File: src/rtl/power_reset_pkg.sv
// Constants and types shared by the module power and reset control logic.
// Summary of operation
// A falling edge on the power button input produces a one-cycle button event.
// Button events wake the system from off or suspend and power a running one down.
// A low reset button input requests a reset and reboot of the module.
// The carrier drives the reset button with a clean falling edge.
// Dropping power-good or cycling power always recovers a stuck module.
// An active-low reset output resets carrier peripherals with the module.
// Carrier reset asserts on reset button, power-good, low supply, watchdog or software.
// Power-good high means main power valid; low means not yet valid.
// Startup waits until power-good is high; the carrier may hold it low.
// Pin inputs are synchronised before edge detection; reset holds while any source acts.
// An active-low output warns bus devices before a suspend takes effect.
package power_reset_pkg;

    typedef enum logic [1:0] {
        PWR_OFF,
        PWR_STARTUP,
        PWR_RUNNING,
        PWR_SUSPEND
    } power_state_type;

    // Synchroniser depth for pin inputs.
    localparam int SYNC_STAGES = 3;

    // Least time the carrier reset stands after its last source clears, in ns.
    localparam int RESET_HOLD_NS = 1000;
    localparam int CLOCK_PERIOD_NS = 50;
    localparam int RESET_HOLD_CYCLES = (RESET_HOLD_NS + CLOCK_PERIOD_NS - 1) / CLOCK_PERIOD_NS;

    // Least time the suspend warning leads the suspend itself, in ns.
    localparam int SUSPEND_LEAD_NS = 500;
    localparam int SUSPEND_LEAD_CYCLES =
        (SUSPEND_LEAD_NS + CLOCK_PERIOD_NS - 1) / CLOCK_PERIOD_NS;

    localparam int COUNT_WIDTH = 8;

endpackage : power_reset_pkg

File: src/rtl/pin_synchronizer.sv
// Three-stage synchroniser that accepts a change once stages two and three agree.
`timescale 1ns/1ps
module pin_synchronizer #(
    parameter logic RESET_LEVEL = 1'b1
) (
    input wire logic sys_clk,
    input wire logic rst,
    input wire logic pinIn,
    output logic pinOut,
    output logic pinFall
);
    logic [power_reset_pkg::SYNC_STAGES-1:0] stages;
    logic settled;
    wire agree = (stages[1] == stages[2]);
    wire next_settled = agree ? stages[2] : settled;

    always_ff @(posedge sys_clk) begin
        if (rst) begin
            stages <= {power_reset_pkg::SYNC_STAGES{RESET_LEVEL}};
            settled <= RESET_LEVEL;
            pinFall <= 1'b0;
        end else begin
            stages <= {stages[1:0], pinIn};
            settled <= next_settled;
            pinFall <= settled & ~next_settled;
        end
    end

    assign pinOut = settled;
endmodule : pin_synchronizer

File: src/rtl/module_power_reset_control.sv
// Power button, reset button and power-good handling with the carrier reset output.
`timescale 1ns/1ps
module module_power_reset_control #(
    parameter int HOLD_CYCLES = power_reset_pkg::RESET_HOLD_CYCLES,
    parameter int LEAD_CYCLES = power_reset_pkg::SUSPEND_LEAD_CYCLES
) (
    input wire logic sys_clk,
    input wire logic rst,
    input wire logic power_button_n,
    input wire logic reset_button_n,
    input wire logic power_good,
    input wire logic main_supply_input,
    input wire logic watchdog_timeout,
    input wire logic software_reset,
    input wire logic suspend_request,
    output logic power_button_event,
    output logic carrier_reset_out_n,
    output logic suspend_imminent_n,
    output logic system_running,
    output logic system_suspended
);
    localparam int CW = power_reset_pkg::COUNT_WIDTH;
    localparam logic [CW-1:0] HOLD_COUNT = CW'(HOLD_CYCLES);
    localparam logic [CW-1:0] LEAD_COUNT = CW'(LEAD_CYCLES);
    localparam logic [CW-1:0] ZERO_COUNT = 8'h00;
    localparam logic [CW-1:0] ONE_COUNT = 8'h01;
    localparam logic [CW-1:0] FULL_COUNT = 8'hFF;

    // Counters step down by one and rest at zero instead of wrapping.
    function automatic logic [CW-1:0] countDown(input logic [CW-1:0] value);
        return (value == ZERO_COUNT) ? ZERO_COUNT : value - ONE_COUNT;
    endfunction : countDown

    ////////////////////////////////////////////////////////////////////////////
    logic buttonLevel;
    logic buttonFall;
    logic resetButtonLevel;
    logic goodLevel;
    logic supplyLevel;

    pin_synchronizer #(.RESET_LEVEL(1'b1)) syncButton (
        .sys_clk(sys_clk), .rst(rst), .pinIn(power_button_n),
        .pinOut(buttonLevel), .pinFall(buttonFall)
    );
    pin_synchronizer #(.RESET_LEVEL(1'b1)) syncResetButton (
        .sys_clk(sys_clk), .rst(rst), .pinIn(reset_button_n),
        .pinOut(resetButtonLevel), .pinFall()
    );
    pin_synchronizer #(.RESET_LEVEL(1'b0)) syncGood (
        .sys_clk(sys_clk), .rst(rst), .pinIn(power_good),
        .pinOut(goodLevel), .pinFall()
    );
    pin_synchronizer #(.RESET_LEVEL(1'b0)) syncSupply (
        .sys_clk(sys_clk), .rst(rst), .pinIn(main_supply_input),
        .pinOut(supplyLevel), .pinFall()
    );

    ////////////////////////////////////////////////////////////////////////////
    power_reset_pkg::power_state_type state;
    power_reset_pkg::power_state_type next_state;
    logic [CW-1:0] holdCount;
    logic [CW-1:0] leadCount;
    logic warning;

    // Any active source; watchdog and software come from same-clock logic.
    wire resetSource = ~resetButtonLevel | ~goodLevel | ~supplyLevel
                       | watchdog_timeout | software_reset;
    wire holdDone = (holdCount == ZERO_COUNT);
    wire leadDone = warning && (leadCount == ZERO_COUNT);
    wire next_reset_n = ~resetSource & holdDone & (next_state != power_reset_pkg::PWR_OFF);

    always_comb begin
        next_state = state;
        unique case (state)
            power_reset_pkg::PWR_OFF: begin
                if (buttonFall) begin
                    next_state = power_reset_pkg::PWR_STARTUP;
                end
            end
            power_reset_pkg::PWR_STARTUP: begin
                if (goodLevel && supplyLevel) begin
                    next_state = power_reset_pkg::PWR_RUNNING;
                end
            end
            power_reset_pkg::PWR_RUNNING: begin
                if (buttonFall) begin
                    next_state = power_reset_pkg::PWR_OFF;
                end else if (leadDone) begin
                    next_state = power_reset_pkg::PWR_SUSPEND;
                end
            end
            power_reset_pkg::PWR_SUSPEND: begin
                if (buttonFall) begin
                    next_state = power_reset_pkg::PWR_STARTUP;
                end
            end
        endcase
        // Losing power-good drops any powered state back to waiting for it.
        if (!goodLevel && state != power_reset_pkg::PWR_OFF) begin
            next_state = power_reset_pkg::PWR_STARTUP;
        end
    end

    wire startWarning = (state == power_reset_pkg::PWR_RUNNING) && suspend_request
                        && !warning && !buttonFall;

    always_ff @(posedge sys_clk) begin
        if (rst) begin
            state <= power_reset_pkg::PWR_OFF;
        end else begin
            state <= next_state;
        end
    end

    always_ff @(posedge sys_clk) begin
        if (rst || resetSource || state == power_reset_pkg::PWR_OFF) begin
            holdCount <= HOLD_COUNT;
        end else if (!holdDone) begin
            holdCount <= countDown(holdCount);
        end
    end

    always_ff @(posedge sys_clk) begin
        if (rst || state != power_reset_pkg::PWR_RUNNING || buttonFall) begin
            warning <= 1'b0;
            leadCount <= ZERO_COUNT;
        end else if (startWarning) begin
            warning <= 1'b1;
            leadCount <= countDown(LEAD_COUNT);
        end else if (warning && !leadDone) begin
            leadCount <= countDown(leadCount);
        end
    end

    always_ff @(posedge sys_clk) begin
        if (rst) begin
            power_button_event <= 1'b0;
            carrier_reset_out_n <= 1'b0;
            suspend_imminent_n <= 1'b1;
            system_running <= 1'b0;
            system_suspended <= 1'b0;
        end else begin
            power_button_event <= buttonFall;
            carrier_reset_out_n <= next_reset_n;
            suspend_imminent_n <= ~(startWarning | (warning & ~leadDone));
            system_running <= (next_state == power_reset_pkg::PWR_RUNNING);
            system_suspended <= (next_state == power_reset_pkg::PWR_SUSPEND);
        end
    end

    // Cycles since the last reset source or off state, kept for the hold check.
    logic [CW-1:0] quietCount;
    wire [CW-1:0] next_quietCount = (quietCount == FULL_COUNT) ? quietCount
                                    : quietCount + ONE_COUNT;

    always_ff @(posedge sys_clk) begin
        if (rst || resetSource || state == power_reset_pkg::PWR_OFF) begin
            quietCount <= ZERO_COUNT;
        end else begin
            quietCount <= next_quietCount;
        end
    end
endmodule : module_power_reset_control

File: config.mk
export PLATFORM = sky130hd
export DESIGN_NAME = module_power_reset_control
export DESIGN_NICKNAME = d
export VERILOG_FILES = /design/src/rtl/power_reset_pkg.sv /design/src/rtl/pin_synchronizer.sv /design/src/rtl/module_power_reset_control.sv
export SDC_FILE = /design/constraint.sdc
export NUM_CORES = 1
export LEC_CHECK = 0
export ABC_AREA = 1
export BUFFER_PORTS_ARGS = -buffer_cell sky130_fd_sc_hd__buf_2
export CORE_ASPECT_RATIO = 0.5
export CORE_MARGIN = 10
export CORE_UTILIZATION = 50
export DETAILED_ROUTE_END_ITERATION = 8
export PLACE_DENSITY = 0.68
export SLEW_MARGIN = 10
export SYNTH_ARGS = -nofsm -noshare
export SYNTH_HDL_FRONTEND = slang
export SYNTH_SLANG_ARGS = --single-unit
File: constraint.sdc
create_clock -name sys_clk -period 3.3 [get_ports sys_clk]
set_clock_uncertainty 0.05 [all_clocks]
set_input_delay 0.165 -clock sys_clk [delete_from_list [all_inputs] [get_ports sys_clk]]
set_output_delay 0.165 -clock sys_clk [all_outputs]
set_load 0.1 [all_outputs]
==> results.cfg <==
[logic_synthesis]
syn_avg_cell_area_um2 = 7.632
synth_top_family_by_area = simple AND/OR/NAND/NOR gates
synth_compound_area_frac = 0.07983
synth_top_cell_area_share = 0.4676
syn_area_mm2 = 0.001755
synth_cells = 230
synth_simple_gate_area_frac = 0.3022
synthMuxAreaShare = 0
syn-num-nets = 246
yosysWarnings = 0
synthAdderAreaFrac = 0.05560
synthXorXnorAreaFrac = 0.004989
yosysUniqueCellTypes = 26
synth-seq-cells = 41
synth_area_leaders = dfxtp_1 (47%), nand2_1 (8.8%), nor2_1 (7.5%)
post-synth-top-area-cell = dfxtp_1
yosysSeqAreaShare = 0.4676

[pwr]
vdd.ir_drop.worst_mv = 0.2739
p_leak_nw = 0.8561
switching_share = 0.2370
intPower_mw = 0.6678
p_per_area_mw_per_mm2 = 442.2
seqPwrFrac = 0.577
p_switching_mw = 0.2074
power_frac_comb = 0.042
clkPwrFrac = 0.381

[placed_design]
port_buffers = 13
dp_slack_ns = 1.684
gp_congestion = 0.8060
detailed_place_hpwl_um = 2227

[global_routing]
grt_antenna_before_repair = 0
grt_pass1_wl_um = 5423
track_usage = 0.1065
grt_max_degree = 19
grt_pass1_vias = 1252
grt_overflow_total = 0

[cells_and_area]
fillCellCount = 308
seq_area_um2 = 820.8
multi_input_area_um2 = 777.0
area_growth_pct = 12.76
drive_gt1_frac = 0.1594
finalNetCount = 266
diodes = 0

[setup_path]
critical_path_class = flop to flop
crit_fanout = 4
path_buf_inv = 1
end_kind = flop
worst_setup_path_start_kind = flop
cp.arrival_ns = 1.79
reg2regPathDepth = 8
slowest_stage = dfxtp_1
path_cells = inv_1 > ha_1 > a21boi_0 > o21ai_0 > nand2_1 > nand2_1 > nor2_1 > nor2_1
required_ns = 3.45
cpPeakStageDelay_ns = 0.39
path_delay_family = simple AND/OR/NAND/NOR gates
path_depth = 8

[min_path]
worstHoldPathCells = 3
hp-class = primary input to flop

[cts]
h-tree-depth = 2
clk_path_buf_depth = 2
clock-sinks = 41
cts_tree = yes
post_cts_buffers = 0
clkTransAtPathRegs_ns = 0.08
clk-insertion-delay-late_ns = 0.30
cts_made_buffers = 5
cts-root-buf = clkbuf_8

[die]
coreArea_mm2 = 0.003397
io_pins = 14
die_x_um = 103.8
num_rows = 15
die_h_um = 61.90
start_util = 0.5168
die_area_mm2 = 0.006425

[sta]
setup_viol = 0
fmax_ghz = 0.6081
rsz0062_at_grt = no
maxSlewViolCount = 0
period_needed_ns = 1.644
final.period_utilization = 0.4983
finalSetupTns_ns = 0
hold_viol = 0
fin_ws_ns = 1.656
tightest_slew_ns = 0.4936
slew-limit-headroom = 0.6732

[job]
cap_violations = 0

[drt]
drtIter0Drc = 53
vias = 1391
wl_per_cell_um = 10.41
antenna_left = 0
drt-total-wl_um = 3145
drc = 0
drtPass1Iterations = 5
avgViaCountPerCell = 4.606

[status]
status = completed
## sequential cells by signal, summed over array words and instances (netlist names), 2 cells and up
register / count
state: 2
syncResetButton.stages: 3
syncSupply.stages: 3
leadCount: 8
syncGood.stages: 3
holdCount: 8
syncButton.stages: 3
## metal layers
layer / up-vias / global-route usage / routed length, um
met5: - / 0 / 0
li1: 763 / - / -
met2: 27 / 0.1747 / 1350
met4: 0 / 0.05894 / 29
met3: 2 / 0.04424 / 172
met1: 599 / 0.1198 / 1593
## repair_timing
action / CTS / global route
hold buffers: 3 / 0
gates resized for setup: 0 / 0
endpoints found under the hold margin: 3 / 0
## placed cells by master, fill, tap and decap left out, types with 2 or more instances in the layout
cell and count:
nand2_2 3, nand2_1 41, dlygate4sd3_1 3, nand4_1 5
o21ai_0 8, nor2_1 35, nor3_1 2, a21oi_1 14
clkinv_4 2, nor3b_2 2, inv_1 34, ha_1 7
buf_2 13, clkbuf_8 5, dfxtp_1 41, or2_2 8
nand3_1 13, nor2_2 4
## synthesized netlist by cell type
cell type,instances
nand3_1,13
nor3b_1,1
a211oi_1,1
clkbuf_1,1
o21ai_0,8
a21boi_0,1
nor4_1,1
inv_2,1
nor3_1,2
nor3b_2,2
nor2_2,4
a21oi_1,14
nand2_1,41
a31oi_1,1
maj3_1,1
nand4_1,5
nand2_2,3
nor2_1,35
ha_1,7
buf_6,2
or2_0,1
inv_1,34
a21oi_2,1
xor2_1,1
dfxtp_1,41
or2_2,8
## tightest hold or removal path: stages
cell and delay [ns]:
buf_2 0.07, inv_1 0.03, nor2_1 0.06
## layout make-up
type,count,share of cell area
multi-input combinational,151,0.3925
sequential,41,0.4147
timing repair buffer,16,0.04804
tap,51,0.03224
clock inverter,3,0.01138
clock buffer,5,0.03477
inverter,35,0.06637
## logic make-up (layout without fill, tap and decap cells)
kind of cell | count (synthesis) | after routing
AOI/OAI and AO/OA | 26 | 26
xor gates and xnor gates | 1 | 1
adders and majority gates | 8 | 8
buffers and inverters | 38 | 59
DFF | 41 | 41
and+or+nand+nor | 116 | 116
## worst paths after layout
check	startpoint	to	slack [ns]
worst max-delay path	state[0]	carrier_reset_out_n	1.66
worst min-delay path	power_good	syncGood.stages[0]	0.01
worst max register to register	state[0]	carrier_reset_out_n	1.66
worst min register to register	syncGood.stages[0]	syncGood.stages[1]	0.35
## stage by stage
| stage | power [mW] | cell area [um2] | instances | hold slack, ns | utilization |
|---|---|---|---|---|---|
| after floorplan | 0.5417 | 1755 | 230 | 0.2188 | - |
| after CTS | 0.8916 | 1979 | 302 | 0.002029 | 0.5827 |
| final | 0.8752 | 1979 | 302 | 0.01385 | 0.5827 |
| after detailed placement | 0.5507 | 1858 | 291 | 0.2986 | 0.5470 |
| after global routing | 0.9189 | 1979 | 302 | 0.002667 | 0.5827 |
| after global placement | 0.5495 | 1858 | 291 | 0.2982 | 0.5470 |
## power by group through the flow
stage	clock, mW	sequential (mW)	combinational (mW)
finish	0.334	0.505	0.0364
global route	0.371	0.507	0.0415
CTS	0.350	0.505	0.0364
detailed placement	0	0.517	0.0336
global placement	0	0.517	0.0328
floorplan	0	0.516	0.0254
No activity file was read; power rests on OpenSTA's default activity.
